--- src/include/csc_regs.vh ---
// constants for the configuration sequence controller
`ifndef CSC_REGS_VH
`define CSC_REGS_VH
// sequencer state codes
`define CSC_ST_W 3
`define CSC_ST_IDLE 3'h0
`define CSC_ST_CLEAR 3'h1
`define CSC_ST_HOLD 3'h2
`define CSC_ST_LOAD 3'h3
`define CSC_ST_RESET 3'h4
`define CSC_ST_DONE 3'h5
`define CSC_ST_GTS 3'h6
`define CSC_ST_RUN 3'h7
// default counts in config-clock cycles
`define CSC_CLEAR_CYCLES 16
`define CSC_RESET_CYCLES 1
`define CSC_CNT_W 16
`endif

--- src/csc_sequencer.v ---
// configuration sequencer: clear, load, start-up
`timescale 1ns/1ps
`include "csc_regs.vh"

module csc_sequencer #(
    parameter CLEAR_CYCLES = `CSC_CLEAR_CYCLES,
    parameter RESET_CYCLES = `CSC_RESET_CYCLES
) (
    input wire ref_clk,
    input wire rstn,
    input wire clk_en,
    input wire program_request_n,
    input wire init_n_in,
    input wire last_frame,
    output reg init_n_out,
    output reg init_n_oe_n,
    output reg load_active,
    output reg done,
    output reg global_flop_reset,
    output reg global_output_tristate,
    output reg global_store_enable
);

    reg [`CSC_ST_W-1:0] state_q;
    reg [`CSC_ST_W-1:0] state_d;
    reg [`CSC_CNT_W-1:0] cnt_q;
    reg [`CSC_CNT_W-1:0] cnt_d;

    localparam [`CSC_CNT_W-1:0] CLEAR_LAST = CLEAR_CYCLES - 1;
    localparam [`CSC_CNT_W-1:0] RESET_LAST = RESET_CYCLES - 1;

    // phase walk in brief:
    //   idle  - one cycle after reset, then straight into clearing
    //   clear - the init line is pulled low for CLEAR_CYCLES enabled edges
    //   hold  - init line released; we wait here while anyone keeps it low
    //   load  - frames are accepted until the far side marks the last one
    //   reset - the global flop reset pulses for RESET_CYCLES edges
    //   done  - done rises, outputs still tristated
    //   gts   - one cycle later the output tristate lets go
    //   run   - one cycle later user storage may write
    // hazards and limits:
    //   the counter is shared by clear and reset; it is zeroed on entry to
    //   either phase so a leftover count never shortens the next phase
    //   the counter runs on freely in the other phases; it may wrap there,
    //   which is harmless since nothing reads it outside clear and reset
    //   program request is a level, not an edge: held low it parks the
    //   sequencer in clear, which keeps the init line low the whole time
    //   every output is a flop, all but the constant init_n_out fed from the next state, so outputs change
    //   on the same edge as the state and never glitch between phases
    //   clk_en low freezes state, counter and outputs alike; a program
    //   request seen only while frozen is ignored
    //   last_frame outside load and init_n_in outside hold are ignored, so
    //   a stray pulse from the far side cannot skip a phase
    //   CLEAR_CYCLES and RESET_CYCLES must be at least one

    // next-state logic; a program request wins over every phase
    always @* begin
        state_d = state_q;
        cnt_d = cnt_q + 16'h0001;
        if (!program_request_n) begin
            state_d = `CSC_ST_CLEAR;
            cnt_d = 16'h0000;
        end else begin
            case (state_q)
                `CSC_ST_IDLE: begin
                    state_d = `CSC_ST_CLEAR;
                    cnt_d = 16'h0000;
                end
                `CSC_ST_CLEAR: begin
                    if (cnt_q >= CLEAR_LAST) begin
                        state_d = `CSC_ST_HOLD;
                    end
                end
                `CSC_ST_HOLD: begin
                    // init line is sampled while released; outside pull-low holds us here
                    if (init_n_in) begin
                        state_d = `CSC_ST_LOAD;
                    end
                end
                `CSC_ST_LOAD: begin
                    if (last_frame) begin
                        state_d = `CSC_ST_RESET;
                        cnt_d = 16'h0000;
                    end
                end
                `CSC_ST_RESET: begin
                    if (cnt_q >= RESET_LAST) begin
                        state_d = `CSC_ST_DONE;
                    end
                end
                `CSC_ST_DONE: begin
                    state_d = `CSC_ST_GTS;
                end
                `CSC_ST_GTS: begin
                    state_d = `CSC_ST_RUN;
                end
                `CSC_ST_RUN: begin
                    state_d = `CSC_ST_RUN;
                end
                default: begin
                    state_d = `CSC_ST_IDLE;
                end
            endcase
        end
    end

    // next-state phase decode shared by the output flops
    wire nxt_clear = (state_d == `CSC_ST_CLEAR);
    wire nxt_load = (state_d == `CSC_ST_LOAD);
    wire nxt_reset = (state_d == `CSC_ST_RESET);
    wire nxt_done = (state_d == `CSC_ST_DONE);
    wire nxt_gts = (state_d == `CSC_ST_GTS);
    wire nxt_run = (state_d == `CSC_ST_RUN);

    // state and phase counter; clk_en low freezes everything
    always @(posedge ref_clk or negedge rstn) begin
        if (!rstn) begin
            state_q <= `CSC_ST_IDLE;
            cnt_q <= 16'h0000;
        end else if (clk_en) begin
            state_q <= state_d;
            cnt_q <= cnt_d;
        end
    end

    // open-drain data value; only the enable ever moves
    always @(posedge ref_clk or negedge rstn) begin
        if (!rstn) begin
            init_n_out <= 1'b0;
        end else if (clk_en) begin
            init_n_out <= 1'b0;
        end
    end

    // drive low while clearing, release afterwards so the line rises
    always @(posedge ref_clk or negedge rstn) begin
        if (!rstn) begin
            init_n_oe_n <= 1'b0;
        end else if (clk_en) begin
            init_n_oe_n <= nxt_clear ? 1'b0 : 1'b1;
        end
    end

    // data accepted only in the load phase
    always @(posedge ref_clk or negedge rstn) begin
        if (!rstn) begin
            load_active <= 1'b0;
        end else if (clk_en) begin
            load_active <= nxt_load;
        end
    end

    // held through clearing too, so user flops stay in reset until hold
    always @(posedge ref_clk or negedge rstn) begin
        if (!rstn) begin
            global_flop_reset <= 1'b1;
        end else if (clk_en) begin
            global_flop_reset <= nxt_reset || nxt_clear;
        end
    end

    // done stays up through the start-up steps and afterwards
    always @(posedge ref_clk or negedge rstn) begin
        if (!rstn) begin
            done <= 1'b0;
        end else if (clk_en) begin
            done <= nxt_done || nxt_gts || nxt_run;
        end
    end

    // outputs turn on one cycle after done
    always @(posedge ref_clk or negedge rstn) begin
        if (!rstn) begin
            global_output_tristate <= 1'b1;
        end else if (clk_en) begin
            global_output_tristate <= !(nxt_gts || nxt_run);
        end
    end

    // storage writes allowed one cycle after the outputs turn on
    always @(posedge ref_clk or negedge rstn) begin
        if (!rstn) begin
            global_store_enable <= 1'b0;
        end else if (clk_en) begin
            global_store_enable <= nxt_run;
        end
    end

endmodule

--- config.mk ---
export PLATFORM = sky130hd
export DESIGN_NAME = csc_sequencer
export DESIGN_NICKNAME = d
export VERILOG_FILES = /design/src/csc_sequencer.v
export VERILOG_INCLUDE_DIRS = /design/src /design/src/include
export SDC_FILE = /design/constraint.sdc
export NUM_CORES = 1
export LEC_CHECK = 0
export ABC_AREA = 1
export BUFFER_PORTS_ARGS = -buffer_cell sky130_fd_sc_hd__buf_2
export CAP_MARGIN = 20
export CORE_MARGIN = 2
export CORE_UTILIZATION = 45
export CTS_BUF_LIST = sky130_fd_sc_hd__clkbuf_4 sky130_fd_sc_hd__clkbuf_8
export CTS_CLUSTER_SIZE = 20
export DETAILED_ROUTE_END_ITERATION = 8
export HOLD_SLACK_MARGIN = 0.12
export MAX_ROUTING_LAYER = met4
export PLACE_DENSITY_LB_ADDON = 0.2
export SKIP_LAST_GASP = 1
export SLEW_MARGIN = 0
export SYNTH_ARGS = -nofsm -noshare
export SYNTH_HDL_FRONTEND = slang
export SYNTH_SLANG_ARGS = --single-unit
--- constraint.sdc ---
create_clock -name ref_clk -period 1.25 [get_ports ref_clk]
set_input_delay 0.25 -clock ref_clk [delete_from_list [all_inputs] [get_ports ref_clk]]
set_output_delay 0.25 -clock ref_clk [all_outputs]
set_load 0.01 [all_outputs]
==> results.md <==
* Number of synthesized flops with an enable pin at 0
* Post-Layout Cell Count at approximately 280
* WS Path Type: register to register
* Failing checks: negative setup slack
* Worst clock skew at between 0.01 and 0.015 ns
* Setup crit end kind: register
* Clk buf depth at 2
* Largest net degree at the start of global routing at 26
* Simple-Gate Fraction of Synth Area at 0.341
* Final worst setup slack at -0.142 ns
* Synth area leaders: dfrtp_1, nand2_1, nor2_1, inv_1, nand3_1
* Htree depth at 1
* Worst IR drop on VDD at approximately 0.74 mV
* Initial antenna violation count at 0
* Synthesized instance count at between 150 and 200
* Max-slew violations at 0
* Reg clk slew, reported paths at ~0.16 ns
* Fin crit period at ~1.4 ns
* Power Density at between 1000 and 1500 nW/um^2
* Worst hold path class: input pin to register
* CTS buffer count at 3
* Die area at 3610 um^2
* Total number of vias at about 1300
* Mean Syn Cell Area at 7.25 um^2
* CTS tree: done
* Worst R2R Setup Slack at -0.14 ns
* Vias/cell at 4.79
* Synth Area in Compound Gates at 0.0973
* Dominant cell type by area after synthesis: dfrtp_1
* Detailed-route wire length at 3400 um
* Gpl congestion at about 0.87
* Yosys cell types at 31
* Post-route cell area at approximately 2000 um^2
* Hold Fails Final Rpt at 0
* Synth Net Count at a little over 200
* Detailed-route DRC error count at 0
* Arrival time of the worst setup path at 1.64 ns
* ANT cells at 0
* Most common cell in the netlist: nand2_1
* First drt pass iteration count at 4
* Post-Syn Area at between 1000 and 1500 um^2
* Largest family of logic cells by synthesized area: simple AND/OR/NAND/NOR gates
* Max_cap viols at 0
* Overall Global Routing Usage at 0.197
* Status: complete, but fails checks
* Starting Density at 0.467
* Peak Freq at approximately 720 MHz
* Multiplexer area fraction after synthesis at 0
* Worst endpoint required time at around 1.5 ns
* Routed Antenna Nets at 0
* Worst-path fanout max at 4
* Yosys warns at 0
* Synth Area in XOR/XNOR at 0.0124
* Setup-failing EPs final at 19
* DRT iter0 DRCs at 54
* Area of the core at 3030 um^2
* RSZ-0062 raised after global routing: true
* I/O Pins at 13
* Post-placement cell count at 270
* Final Net Count at 243
* Ys async rst share at 1.00
* Final worst path period share at 1.11
* CTS Sinks at 25
* Static Leak at between 1 and 1.5 nW
* Relative slew slack at 0.613
* First-pass GRT wire length at approximately 5200 um
* Port bufs at 11
* Clk Latency, worst-skew pair at between 0.3 and 0.4 ns
* Clock root buffer: clkbuf_4
* Top FF cell, synth: dfrtp_1
* Num rows at 20
* Crit start category: register
* Slew @ Worst Pin at a little under 0.6 ns
* Share of cells above drive strength 1 at 0.391
* Adder-Cell Fraction of Synth Area at 0.00885
* DP Area at roughly 1700 um^2
* Vias in the first global route at between 1000 and 1500
* Grt ovf at 0
* Post-synth top area share at 0.407
* Total power at around 2.4 mW
* Sequential-to-total area share from yosys stat at 0.444
* Commonest cells in the netlist: nand2_1, nor2_1, inv_1
* P&R area growth vs syn at 39.1%
* Yosys reg bits at 25
* Die Height at between 60 and 70 um
* Dpl hpwl at 2390 um
* Die W at about 60 um
* Wire length per cell at 12.2 um
## where the power goes
group	total (mW)	switching, mW	internal, mW
Clock	0.395	0.273	0.123
Sequential	1.02	0.0903	0.931
Combinational	0.947	0.517	0.430
Total	2.36	0.880	1.48
## area by class of cell
cell class	count	area, um^2
Fill cell	253	1060
Timing Repair Buffer	40	299
Sequential cell	25	628
Clock inverter	1	7.51
Multi-Input combinational cell	137	843
Tap cell	44	55.1
Clock buffer	3	22.5
Inverter	29	111
## final timing paths
check | endpoint | start | depth (start not counted)
worst max-delay path | cnt_q[12]$_DFFE_PN0P_ | cnt_q[1]$_DFFE_PN0P_ | 8
worst min-delay path | global_output_tristate$_DFFE_PN1P_ | program_request_n | 4
worst max register to register | cnt_q[12]$_DFFE_PN0P_ | cnt_q[1]$_DFFE_PN0P_ | 8
worst min register to register | global_store_enable$_DFFE_PN0P_ | global_store_enable$_DFFE_PN0P_ | 2
max in group asynchronous | cnt_q[13]$_DFFE_PN0P_ | rstn | 2
min in group asynchronous | cnt_q[2]$_DFFE_PN0P_ | rstn | 2
## flip-flops by register name, summed over array words and instances, names as in the netlist
| name | count |
|---|---|
| global_flop_reset | 1 |
| done | 1 |
| cnt_q | 16 |
| global_store_enable | 1 |
| state_q | 3 |
| init_n_oe_n | 1 |
| global_output_tristate | 1 |
| load_active | 1 |
## cell usage in the layout (no fill, tap or decap), drive strengths merged
master	count
buf	39
nand2	53
nand4	1
nor2	32
dfrtp	23
a22o	1
o21bai	2
o21a	1
nor3	8
nor3b	1
dfstp	2
a21boi	1
a2bb2oi	1
xor2	2
ha	1
inv	29
or2	2
conb	1
o21ai	9
nand3	12
clkbuf	3
a21oi	9
clkinvlp	1
dlygate4sd3	1
## layer usage
metal	global-route usage	vias to the layer above	wire, um
met5	-	-	0
met4	0.0381	0	42
met3	0.0195	6	72
met2	0.287	14	1580
met1	0.298	630	1700
li1	-	687	-
## cells by family after synthesis
group / count (synthesis)
DFF: 25
other: 1
adders and majority gates: 1
and+or+nand+nor: 109
AOI/OAI and AO/OA: 24
xor gates and xnor gates: 2
buffers and inverters: 33
## worst max-delay path, stage by stage (launching register included)
cell and delay (ns):
dfrtp_1 0.43, ha_2 0.21, inv_2 0.05, nor2_4 0.15
inv_2 0.07, nor3_4 0.16, nand3_1 0.10, nand3_1 0.07
o21ai_1 0.06
## what timing repair did
action                                 4_1_cts  5_1_grt
hold buffers                                 1        0
setup endpoints to repair                   21       26
setup buffers                                2        2
endpoints found under the hold margin       23        0
resized for setup                           11       44
pin swaps                                    3       16
## metrics by stage
stage                     TNS (ns)  utilization  hold slack (ns)  setup slack [ns]
final                        -1.68        0.650            0.311            -0.142
after global routing         -3.46        0.650            0.337            -0.246
after CTS                    -1.19        0.588            0.270            -0.140
after detailed placement     -1.04        0.559            0.280            -0.136
after global placement      -0.747        0.559            0.274           -0.0919
after floorplan                  0            -          -0.0456          0.000954
(Power assumes the default switching activity.)
